`src/hw/psr_pkg.sv`:
```
// Constants for the power status register bank.
// Assumes one channel and a command decoder that hands over command codes.
package psr_pkg;

   // Command codes of clear-all and the status registers
   localparam logic [7:0] CODE_CLEAR_ALL    = 8'h03;
   localparam logic [7:0] CODE_SUMMARY_BYTE = 8'h78;
   localparam logic [7:0] CODE_SUMMARY_WORD = 8'h79;
   localparam logic [7:0] CODE_OUTPUT_VOLTAGE_SUMMARY_FLAG_STATUS  = 8'h7a;
   localparam logic [7:0] CODE_OUTPUT_CURRENT_SUMMARY_FLAG_STATUS  = 8'h7b;
   localparam logic [7:0] CODE_INPUT_STATUS = 8'h7c;
   localparam logic [7:0] CODE_TEMP_STATUS  = 8'h7d;
   localparam logic [7:0] CODE_CML_STATUS   = 8'h7e;
   localparam logic [7:0] CODE_VENDOR_STAT  = 8'h80;

   // Supported bits and write-one clear masks of the bytes
   localparam logic [7:0] MASK_SUMMARY_CLR  = 8'h81;
   localparam logic [7:0] MASK_OUTPUT_VOLTAGE_SUMMARY_FLAG         = 8'hfe;
   localparam logic [7:0] MASK_OUTPUT_CURRENT_SUMMARY_FLAG         = 8'ha0;
   localparam logic [7:0] MASK_INPUT        = 8'ha8;
   localparam logic [7:0] MASK_INPUT_CLR    = 8'h80;
   localparam logic [7:0] MASK_TEMP         = 8'hd0;
   localparam logic [7:0] MASK_CML          = 8'hfb;
   localparam logic [7:0] MASK_VENDOR       = 8'hfb;

   // Field positions in the summary byte and word, and in the status bytes
   localparam int BIT_BUSY        = 7;
   localparam int BIT_OFF         = 6;
   localparam int BIT_OVERVOLT    = 5;
   localparam int BIT_OVERCURR    = 4;
   localparam int BIT_TEMP        = 2;
   localparam int BIT_CML         = 1;
   localparam int BIT_UNLISTED    = 0;
   localparam int BIT_W_OUTPUT_VOLTAGE_SUMMARY_FLAG      = 15;
   localparam int BIT_W_OUTPUT_CURRENT_SUMMARY_FLAG      = 14;
   localparam int BIT_W_INPUT     = 13;
   localparam int BIT_W_VENDOR    = 12;
   localparam int BIT_W_PGOOD_N   = 11;
   localparam int BIT_CML_BADCMD  = 7;
   localparam int BIT_TOP         = 7;

   // Values after reset
   localparam logic [7:0]  RESET_BYTE  = 8'h00;
   localparam logic [15:0] RESET_WORD  = 16'h0000;

endpackage

```
`src/hw/psr_status_bank.sv`:
```
// Latching fault and warning status bank with clear-by-one and clear-all.
// Assumes event inputs come from detector logic on clk, held high while
// a condition persists; command strobes come from the serial decoder.
`timescale 1ns/1ns

// Summary of operation
// - Busy fault sets summary bit 7
// - Summary bit 6 while output not powered
// - Bits 5, 4 from OV/OC; bit 3 zero
// - Bit 2 temperature, bit 1 COMM_MEMORY_LOGIC_FLAG
// - Bit 0 for unlisted faults
// - Summary bits 7,0 alert; write-one clears
// - Word low byte equals summary byte
// - Word bits 15,14,13 voltage/current/input
// - Word bit 11 while power not good
// - Bit 12 vendor; bits 10..8 zero
// - Output voltage byte layout, bit 0 zero
// - Voltage bits 7..1 alert, write-one clears
// - Input byte bits 7,5,3; only 7 alerts/clears
// - Temperature bits 7,6,4; others zero
// - COMM_MEMORY_LOGIC_FLAG bits 7,6,5 command/data/PEC
// - COMM_MEMORY_LOGIC_FLAG bits 4,3,1,0; bit 2 zero
// - Vendor byte bits 7..3,1,0 layout
// - Any vendor bit sets word bit 12
// - Current/temp/COMM_MEMORY_LOGIC_FLAG/vendor bits raise alert
// - Write-one clears only those bits
// - Current byte bits 7,5; others zero
// - Clear-all empties every latched bit, releases alert
// - Persisting condition sets again at once
module psr_status_bank
   import psr_pkg::*;
(
   input  wire logic        clk,
   input  wire logic        resetn,
   input  wire logic        busy_event,
   input  wire logic        output_off,
   input  wire logic        power_good,
   input  wire logic        unlisted_event,
   input  wire logic [7:0]  output_voltage_summary_flag_events,
   input  wire logic [7:0]  output_current_summary_flag_events,
   input  wire logic [7:0]  input_events,
   input  wire logic [7:0]  temp_events,
   input  wire logic [7:0]  cml_events,
   input  wire logic [7:0]  vendor_events,
   input  wire logic [7:0]  cmd_code,
   input  wire logic        cmd_write,
   input  wire logic        cmd_read,
   input  wire logic [15:0] cmd_wdata,
   output logic [15:0]      cmd_rdata_q,
   output logic             cmd_rvalid_q,
   output logic             alert_n_q
);
   import psr_pkg::*;

   logic [7:0]  output_voltage_summary_flag_q;
   logic [7:0]  output_current_summary_flag_q;
   logic [7:0]  input_q;
   logic [7:0]  temp_q;
   logic [7:0]  cml_q;
   logic [7:0]  vendor_q;
   logic        busy_q;
   logic        unlisted_q;
   logic        clear_all;
   logic        known_code;
   logic [7:0]  cml_set;
   logic [7:0]  summary_byte;
   logic [15:0] summary_word;
   logic [15:0] rdata_d;
   logic        alert_d;
   logic [7:0]  sclr;

   // Write-one clear mask for one register
   function automatic logic [7:0] clr_mask(input logic [7:0] code,
                                           input logic [7:0] mask);
      clr_mask = (cmd_write && cmd_code == code) ? (cmd_wdata[7:0] & mask) : 8'h00;
   endfunction

   // Next value: clear-all reloads live events, set beats clear
   function automatic logic [7:0] next_bits(input logic [7:0] cur,
                                            input logic [7:0] evt,
                                            input logic [7:0] clr,
                                            input logic [7:0] mask);
      if (clear_all)
         next_bits = evt & mask;
      else
         next_bits = ((cur & ~clr) | evt) & mask;
   endfunction

   assign clear_all = cmd_write && cmd_code == CODE_CLEAR_ALL;

   always_comb
   begin
      case (cmd_code)
         CODE_CLEAR_ALL, CODE_SUMMARY_BYTE, CODE_SUMMARY_WORD, CODE_OUTPUT_VOLTAGE_SUMMARY_FLAG_STATUS,
         CODE_OUTPUT_CURRENT_SUMMARY_FLAG_STATUS, CODE_INPUT_STATUS, CODE_TEMP_STATUS, CODE_CML_STATUS,
         CODE_VENDOR_STAT: known_code = 1'b1;
         default:          known_code = 1'b0;
      endcase
   end

   // Unknown codes are reported as a bad command
   always_comb
   begin
      cml_set = cml_events;
      cml_set[BIT_CML_BADCMD] = cml_events[BIT_CML_BADCMD]
                                | ((cmd_write | cmd_read) & ~known_code);
   end

   always_ff @(posedge clk)
   begin
      if (!resetn)
         output_voltage_summary_flag_q <= RESET_BYTE;
      else
         output_voltage_summary_flag_q <= next_bits(output_voltage_summary_flag_q, output_voltage_summary_flag_events,
                             clr_mask(CODE_OUTPUT_VOLTAGE_SUMMARY_FLAG_STATUS, MASK_OUTPUT_VOLTAGE_SUMMARY_FLAG), MASK_OUTPUT_VOLTAGE_SUMMARY_FLAG);
   end

   always_ff @(posedge clk)
   begin
      if (!resetn)
         output_current_summary_flag_q <= RESET_BYTE;
      else
         output_current_summary_flag_q <= next_bits(output_current_summary_flag_q, output_current_summary_flag_events,
                             clr_mask(CODE_OUTPUT_CURRENT_SUMMARY_FLAG_STATUS, MASK_OUTPUT_CURRENT_SUMMARY_FLAG), MASK_OUTPUT_CURRENT_SUMMARY_FLAG);
   end

   // Only the overvoltage bit clears by write; the rest wait for clear-all
   always_ff @(posedge clk)
   begin
      if (!resetn)
         input_q <= RESET_BYTE;
      else
         input_q <= next_bits(input_q, input_events,
                              clr_mask(CODE_INPUT_STATUS, MASK_INPUT_CLR),
                              MASK_INPUT);
   end

   always_ff @(posedge clk)
   begin
      if (!resetn)
         temp_q <= RESET_BYTE;
      else
         temp_q <= next_bits(temp_q, temp_events,
                             clr_mask(CODE_TEMP_STATUS, MASK_TEMP), MASK_TEMP);
   end

   always_ff @(posedge clk)
   begin
      if (!resetn)
         cml_q <= RESET_BYTE;
      else
         cml_q <= next_bits(cml_q, cml_set,
                            clr_mask(CODE_CML_STATUS, MASK_CML), MASK_CML);
   end

   always_ff @(posedge clk)
   begin
      if (!resetn)
         vendor_q <= RESET_BYTE;
      else
         vendor_q <= next_bits(vendor_q, vendor_events,
                               clr_mask(CODE_VENDOR_STAT, MASK_VENDOR), MASK_VENDOR);
   end

   // Summary byte and word low byte share one clear path
   assign sclr = clr_mask(CODE_SUMMARY_BYTE, MASK_SUMMARY_CLR)
                 | clr_mask(CODE_SUMMARY_WORD, MASK_SUMMARY_CLR);

   always_ff @(posedge clk)
   begin
      if (!resetn)
      begin
         busy_q     <= 1'b0;
         unlisted_q <= 1'b0;
      end
      else if (clear_all)
      begin
         busy_q     <= busy_event;
         unlisted_q <= unlisted_event;
      end
      else
      begin
         busy_q     <= (busy_q & ~sclr[BIT_BUSY]) | busy_event;
         unlisted_q <= (unlisted_q & ~sclr[BIT_UNLISTED]) | unlisted_event;
      end
   end

   // Off and power-good follow live state, not latched
   always_comb
   begin
      summary_byte = RESET_BYTE;
      summary_byte[BIT_BUSY]     = busy_q;
      summary_byte[BIT_OFF]      = output_off;
      summary_byte[BIT_OVERVOLT] = output_voltage_summary_flag_q[BIT_TOP];
      summary_byte[BIT_OVERCURR] = output_current_summary_flag_q[BIT_TOP];
      summary_byte[BIT_TEMP]     = |temp_q;
      summary_byte[BIT_CML]      = |cml_q;
      summary_byte[BIT_UNLISTED] = unlisted_q;
      summary_word = {8'h00, summary_byte};
      summary_word[BIT_W_OUTPUT_VOLTAGE_SUMMARY_FLAG]    = |output_voltage_summary_flag_q;
      summary_word[BIT_W_OUTPUT_CURRENT_SUMMARY_FLAG]    = |output_current_summary_flag_q;
      summary_word[BIT_W_INPUT]   = |input_q;
      summary_word[BIT_W_VENDOR]  = |vendor_q;
      summary_word[BIT_W_PGOOD_N] = ~power_good;
   end

   always_comb
   begin
      case (cmd_code)
         CODE_SUMMARY_BYTE: rdata_d = {8'h00, summary_byte};
         CODE_SUMMARY_WORD: rdata_d = summary_word;
         CODE_OUTPUT_VOLTAGE_SUMMARY_FLAG_STATUS:  rdata_d = {8'h00, output_voltage_summary_flag_q};
         CODE_OUTPUT_CURRENT_SUMMARY_FLAG_STATUS:  rdata_d = {8'h00, output_current_summary_flag_q};
         CODE_INPUT_STATUS: rdata_d = {8'h00, input_q};
         CODE_TEMP_STATUS:  rdata_d = {8'h00, temp_q};
         CODE_CML_STATUS:   rdata_d = {8'h00, cml_q};
         CODE_VENDOR_STAT:  rdata_d = {8'h00, vendor_q};
         default:           rdata_d = RESET_WORD;
      endcase
   end

   // Read data is held until the next read
   always_ff @(posedge clk)
   begin
      if (!resetn)
      begin
         cmd_rdata_q  <= RESET_WORD;
         cmd_rvalid_q <= 1'b0;
      end
      else
      begin
         cmd_rvalid_q <= cmd_read;
         if (cmd_read)
            cmd_rdata_q <= rdata_d;
      end
   end

   // Input byte: only the overvoltage bit may pull the alert
   assign alert_d = busy_q | unlisted_q | (|output_voltage_summary_flag_q) | input_q[BIT_TOP]
                    | (|output_current_summary_flag_q) | (|temp_q) | (|cml_q) | (|vendor_q);

   // One cycle behind the status bits; released after clear-all
   always_ff @(posedge clk)
   begin
      if (!resetn)
         alert_n_q <= 1'b1;
      else
         alert_n_q <= ~alert_d;
   end

endmodule
```
`config.mk`:
```
export PLATFORM = sky130hd
export DESIGN_NAME = psr_status_bank
export DESIGN_NICKNAME = d
export VERILOG_FILES = /design/src/hw/psr_pkg.sv /design/src/hw/psr_status_bank.sv
export SDC_FILE = /design/constraint.sdc
export NUM_CORES = 1
export LEC_CHECK = 0
export BUFFER_PORTS_ARGS = -buffer_cell sky130_fd_sc_hd__buf_2
export CORE_ASPECT_RATIO = 0.75
export CORE_MARGIN = 1.5
export CORE_UTILIZATION = 45
export CTS_CLUSTER_DIAMETER = 80
export DETAILED_ROUTE_END_ITERATION = 16
export GPL_TIMING_DRIVEN = 0
export HOLD_SLACK_MARGIN = 0.02
export PLACE_DENSITY = 0.76
export SYNTH_ARGS = -nofsm -noshare
export SYNTH_HDL_FRONTEND = slang
export SYNTH_SLANG_ARGS = --single-unit
```
`constraint.sdc`:
```
create_clock -name clk -period 5.09 [get_ports clk]
set_input_delay 1.527 -clock clk [delete_from_list [all_inputs] [get_ports clk]]
set_output_delay 1.527 -clock clk [all_outputs]
set_load 0.01 [all_outputs]
```
==> flow_summary.ini, run 1 <==
[sta]
setup_violations = 0
finClkSkew_ps = 8.56
worst_slack_ps = 1680
slew_headroom_pct = 16.0
report.final.slew_viol_count = 0
timing.final.crit_share_pct = 66.9
tns_ps = 0
rsz0062_at_grt = no
achievable-frequency_ghz = 0.294
worst_pin_slew_ps = 1240
final_report_hold_violation_count = 0
layout_min_cycle_time_ps = 3410

[placed_design]
buffer_ports.inserted = 65
detailedPlace.worstSlack_ps = 1460
numPlacedInstances = 412
hpwl_um = 5650
gp_congestion = 0.951

[synth]
yosysSeqAreaShare_pct = 39.0
synthSimpleGateAreaFrac_pct = 29.4
yosys-mux-area-fraction_pct = 1.33
synth_edf_count = 0
share_of_the_synthesized_netlist_area_taken_by_xor_and_xnor_gates_pct = 0
synth_cells = 273
netlist_area_um2 = 2360
synth_top_flop_cell = sky130_fd_sc_hd__dfxtp_1
synth_area_per_cell_um2 = 8.64
synth_top_area_cell = sky130_fd_sc_hd__dfxtp_1
adder_cell_fraction_of_synth_area_pct = 0
synth_warnings = 0
post-synth-top-area-fraction_pct = 39.0
ys_top_cells_by_area = sky130_fd_sc_hd__dfxtp_1 39%, sky130_fd_sc_hd__nor2b_1 6.4%, sky130_fd_sc_hd__nand4_1 6.1%
synth-compound-area-share_pct = 24.4
ys_async_sr_fraction_pct = 0
combinational_family_with_the_most_area_after_synthesis = simple AND/OR/NAND/NOR gates
synthDistinctLibCells = 44
synth-seq-cells = 46

[clocking]
cts.path.max_buffers = 2
clock_insertion_delay_worst_skew_ps = 300
clock_tree.root_cell = sky130_fd_sc_hd__clkbuf_8
post-cts-setup-buffer-count = 0
cts_hold_buf = 0
cts.htree.levels = 2
tritoncts = done
cts_inserted_buffers = 5
tritoncts_num_sinks = 46
clk_pin_slew_worst_paths_ps = 90
post_cts_resized = 0

[worst_setup_path]
worst-r2r-setup-slack_ps = 3240
crit_path_max_fanout = 10
timing.critical_path.slowest_stage_cell = sky130_fd_sc_hd__nor4b_1
worstReg2RegStart = vendor_q[3]
path_cells = buf_2 -> clkbuf_1 -> nor4b_1 -> nand2_1 -> o211a_1 -> o21a_1
cpPeakStageDelay_ps = 1050
crit_type = primary input to flip-flop
critical_path.startpoint_type = primary input
endpoint_kind = flip-flop
required_ps = 5290
critical_path.top_delay_family = simple AND/OR/NAND/NOR gates
worstPathArrival_ps = 3600
r2r_end = cmd_rdata_q[12]
critical_path_buf_inv_count = 2
timing.reg2reg.worst_path_depth = 4

[layout]
seqCellArea_um2 = 921
syn2layout_area_growth_pct = 22.8
num-nets-final = 427
layout-drive-gt1-share_pct = 23.6
multiInputGateArea_um2 = 1320
finish.cell_count_without_fillers = 420
n_antenna_cell = 0
commonest_cells_after_routing_fill_and_taps_aside = 67 x sky130_fd_sc_hd__buf_2, 46 x sky130_fd_sc_hd__dfxtp_1, 24 x sky130_fd_sc_hd__nor2b_1, 23 x sky130_fd_sc_hd__nand4_1, 20 x sky130_fd_sc_hd__a31oi_1
fill_cells = 493
mostFrequentLayoutCell = sky130_fd_sc_hd__buf_2

[global_route]
globalRouteOverflowTotal = 0
global_route_wire_length_before_repair_um = 12100
grt_usage_pct = 28.0
largest_net_degree_at_the_start_of_global_routing = 15
grt_antenna_before_repair = 0
first_global_vias = 2352

[route]
detailedRoute.firstIterationViolations = 277
route.antenna.remaining_nets = 0
drc = 0
drt_pass1_iterations = 5
wl_per_cell_um = 17.5
dr_total_vias = 2553
totalWireLength_um = 7360
vias_per_cell = 6.08

[power]
post-layout-total-power_uw = 778
total_leakage_power_nw = 1.19
ir_worst_vdd_uv = 152
power.density_nw_per_um2 = 269

[die]
placeable_core_area_um2 = 4980
io_pins = 98
floorplan.initialDensity_pct = 47.4
y_dimension_of_the_die_um = 65.7
die_w_um = 86.6
rows = 22
die_area_um2 = 5690

[hold_path]
hold_path_startpoint = cmd_rdata_q[1]
min_to = cmd_rdata_q[1]
hp-class = flip-flop to flip-flop
worst_hold_path.num_cells = 2

[run_status]
outcome = complete, no violations

[run]
cap_violations = 0
## metrics by stage
stage	hold WS, ps	utilization (%)	instance area [um^2]
after floorplan	483	-	2370
after global placement	436	55.9	2780
after detailed placement	441	55.9	2780
after CTS	461	58.0	2890
after global routing	506	58.2	2900
final	459	58.2	2900
## power by group
group | internal (mW) | switching (mW)
Sequential | 0.379 | 0.0183
Clock | 0.145 | 0.127
Combinational | 0.0493 | 0.0599
Total | 0.573 | 0.205
## cell type report
class	count	share of cell area (%)
Buffer	26	4.10
Clock buffer	5	2.37
Clock inverter	3	1.38
Inverter	4	0.518
Multi-Input combinational cell	199	45.5
Sequential cell	46	31.8
Tap cell	72	3.11
Timing Repair Buffer	65	11.2
## worst register-to-register path: stages (launching register included)
cell and delay [ps]:
sky130_fd_sc_hd__dfxtp_1 340, sky130_fd_sc_hd__or4_1 520, sky130_fd_sc_hd__nor4_1 570, sky130_fd_sc_hd__o2bb2ai_1 140, sky130_fd_sc_hd__and2_1 170
## per-layer routing
layer  GRT usage (%)  part of all wire, %
met5               0                    0
met2            42.3                   42
met1            40.9                   46
met4            5.85                  1.4
met3            5.90                   11
## sequential cells by signal, summed over array words and instances, names as in the netlist
name                           count
alert_n_q                          1
busy_q                             1
cmd_rdata_q                       13
cmd_rvalid_q                       1
cml_q                              7
input_q                            3
output_current_summary_flag_q      2
output_voltage_summary_flag_q      7
temp_q                             3
unlisted_q                         1
vendor_q                           7
## Yosys cell counts, types with 4 or more instances
cell	number
sky130_fd_sc_hd__nor4_1	4
sky130_fd_sc_hd__o2bb2ai_1	5
sky130_fd_sc_hd__nor3_1	5
sky130_fd_sc_hd__nand2_1	12
sky130_fd_sc_hd__nor2_1	7
sky130_fd_sc_hd__nand3_1	7
sky130_fd_sc_hd__o311a_1	4
sky130_fd_sc_hd__a211oi_1	4
sky130_fd_sc_hd__dfxtp_1	46
sky130_fd_sc_hd__inv_1	4
sky130_fd_sc_hd__a21oi_1	7
sky130_fd_sc_hd__o211a_1	7
sky130_fd_sc_hd__nand4_1	23
sky130_fd_sc_hd__nand2b_1	4
sky130_fd_sc_hd__and2_1	9
sky130_fd_sc_hd__and4b_1	4
sky130_fd_sc_hd__nor2b_1	24
sky130_fd_sc_hd__o21a_1	9
sky130_fd_sc_hd__o21ai_0	7
sky130_fd_sc_hd__clkbuf_1	18
sky130_fd_sc_hd__a31oi_1	20
sky130_fd_sc_hd__or4_1	5
## logic make-up (layout without fill, tap and decap cells)
group,after synthesis,count (layout)
flip-flops,46,46
multiplexers,3,3
AO/OA/AOI/OAI,78,78
buffers and inverters,30,103
other,1,3
AND/OR/NAND/NOR,115,115
## how the worst max path moves through the flow
stage	from	endpoint	slack [ps]	depth (start not counted)
2_1_floorplan	cmd_code[3]	cml_q[7]	1880	5
3_3_place_gp	cmd_code[1]	vendor_q[0]	1420	6
3_5_place_dp	cmd_code[1]	vendor_q[0]	1460	6
4_1_cts	cmd_code[1]	vendor_q[5]	1760	6
5_1_grt	cmd_code[1]	vendor_q[7]	1630	6
6_report	cmd_code[1]	vendor_q[5]	1680	6
Power figures use the tool's default switching activity.
==> inputs of run 2 (changes only) <==
--- a/config.mk
+++ b/config.mk
@@ -8,7 +8,7 @@
 export BUFFER_PORTS_ARGS = -buffer_cell sky130_fd_sc_hd__buf_2
 export CORE_ASPECT_RATIO = 0.75
 export CORE_MARGIN = 1.5
-export CORE_UTILIZATION = 45
+export CORE_UTILIZATION = 43
 export CTS_CLUSTER_DIAMETER = 80
 export DETAILED_ROUTE_END_ITERATION = 16
 export GPL_TIMING_DRIVEN = 0
==> constraint.sdc (replaced) <==
create_clock -name clk -period 2.85 [get_ports clk]
set_input_delay 0.855 -clock clk [delete_from_list [all_inputs] [get_ports clk]]
set_output_delay 0.855 -clock clk [all_outputs]
set_load 0.01 [all_outputs]
==> run 2 against run 1 <==
Net effect: worst hold slack lost 1.5 ps; first-iteration DRC count shrank 6.9%; utilization shrank 3.8 points; count of clock-buffer cells in the layout grew 1; register-to-register slack lost 2200 ps; die area grew 4.5%; critical path type unchanged; largest power group unchanged; highest routed layer unchanged.
==> flow_summary.ini, run 2 (synthesis results as in run 1) <==
[power]
ir_worst_vdd_uv = 248
power.density_nw_per_um2 = 481
post-layout-total-power_mw = 1.39
total_leakage_power_nw = 1.18

[layout]
fill_cells = 528
syn2layout_area_growth_pct = 22.7
layout-drive-gt1-share_pct = 23.0
multiInputGateArea_um2 = 1310
final_core_utilization_pct = 54.4
n_antenna_cell = 0
largest_register = cmd_rdata_q
num-nets-final = 427
seqCellArea_um2 = 921
commonest_cells_after_routing_fill_and_taps_aside = 67 x sky130_fd_sc_hd__buf_2, 46 x sky130_fd_sc_hd__dfxtp_1, 24 x sky130_fd_sc_hd__nor2b_1, 23 x sky130_fd_sc_hd__nand4_1, 20 x sky130_fd_sc_hd__a31oi_1
largest_reg_flops = 13
finish.cell_count_without_fillers = 423
mostFrequentLayoutCell = sky130_fd_sc_hd__buf_2
final_cell_area_um2 = 2900

[clocking]
cts.htree.levels = 2
clk_pin_slew_worst_paths_ps = 90
tritoncts_num_sinks = 46
post_cts_resized = 0
post-cts-setup-buffer-count = 0
clock_insertion_delay_worst_skew_ps = 310
tritoncts = done
cts_inserted_buffers = 5
cts_hold_buf = 0
cts.path.max_buffers = 2
clock_tree.root_cell = sky130_fd_sc_hd__clkbuf_8

[worst_setup_path]
required_ps = 3060
critical_path.top_delay_family = simple AND/OR/NAND/NOR gates
endpoint_kind = flip-flop
source_of_the_critical_timing_path = cmd_code[3]
path_cells = buf_2 -> or4_1 -> nor3_1 -> o31ai_1 -> a311oi_1
timing.reg2reg.worst_path_depth = 4
crit_path_max_fanout = 7
r2r_end = cmd_rdata_q[1]
cpPeakStageDelay_ps = 750
worstPathArrival_ps = 2820
worst-r2r-setup-slack_ps = 1000
critical_path.startpoint_type = primary input
timing.critical_path.slowest_stage_cell = sky130_fd_sc_hd__nor3_1
crit_type = primary input to flip-flop
worstReg2RegStart = cml_q[3]
worstSetupPathDepth = 5
critical_path_buf_inv_count = 1

[placed_design]
gp_congestion = 0.956
buffer_ports.inserted = 65
hpwl_um = 5680
numPlacedInstances = 415
dpl_cell_area_um2 = 2790

[sta]
report.final.slew_viol_count = 0
final_report_hold_violation_count = 0
setup_violations = 0
rsz0062_at_grt = no
tns_ps = 0
slew_headroom_pct = 28.1
achievable-frequency_ghz = 0.383
timing.final.crit_share_pct = 91.6
worst_pin_slew_ps = 1070
finClkSkew_ps = 7.68
layout_min_cycle_time_ps = 2610

[route]
totalWireLength_um = 7510
detailedRoute.firstIterationViolations = 258
dr_total_vias = 2536
vias_per_cell = 6.00
drc = 0
route.antenna.remaining_nets = 0
drt_pass1_iterations = 5
wl_per_cell_um = 17.8

[die]
y_dimension_of_the_die_um = 67.2
die_area_um2 = 5950
die_w_um = 88.5
placeable_core_area_um2 = 5320
rows = 23
io_pins = 98
floorplan.initialDensity_pct = 44.3

[hold_path]
worst_hold_path.num_cells = 2
hold_path_startpoint = cmd_rdata_q[1]
hp-class = flip-flop to flip-flop
min_to = cmd_rdata_q[1]

[global_route]
global_route_wire_length_before_repair_um = 12000
largest_net_degree_at_the_start_of_global_routing = 15
globalRouteOverflowTotal = 0
grt_usage_pct = 26.9
first_global_vias = 2334
grt_antenna_before_repair = 0

[run_status]
outcome = complete, no violations

[run]
cap_violations = 0
run 2: cell types whose count changed in the layout (fill, tap and decap cells not counted), sizes merged:
cell | previous run | this run
clkinvlp | 0 | 1
clkbuf | 23 | 24
clkinv | 2 | 0
run 2: worst max path at each step:
stage,slack [ps],to
detailed placement,20,vendor_q[0]
floorplan,310,cml_q[7]
finish,240,cmd_rdata_q[7]
global route,30,vendor_q[0]
global placement,30,cmd_rdata_q[7]
CTS,320,cmd_rdata_q[7]
run 2: per-stage QoR:
stage	hold WS, ps	worst slack [ps]
final	457	240
after global routing	491	27.5
after CTS	463	316
after detailed placement	443	21.8
after global placement	434	31.9
after floorplan	483	311
run 2: power breakdown:
group	internal (mW)	switching, mW
clock network	0.262	0.227
registers	0.677	0.0310
logic	0.0880	0.108
total	1.03	0.366
run 2: final cells by class:
type	count	share of cell area [%]
multi-input combinational	199	45.3
clock buffer	6	2.51
sequential	46	31.8
buffer	26	4.10
tap	75	3.24
timing repair buffer	65	11.2
clock inverter	2	1.30
inverter	4	0.518
run 2: worst min-delay path, stage by stage (launching register included):
cell and delay (ps):
sky130_fd_sc_hd__dfxtp_1 330, sky130_fd_sc_hd__nand2_1 50, sky130_fd_sc_hd__o21ai_0 50
run 2: routing by layer:
| layer | up-vias | GRT usage, % | part of all wire [%] |
|---|---|---|---|
| met3 | 11 | 5.50 | 8.6 |
| met2 | 126 | 40.3 | 43 |
| met5 | - | 0 | 0 |
| met1 | 1204 | 39.4 | 47 |
| li1 | 1195 | - | - |
| met4 | 0 | 7.23 | 1.4 |
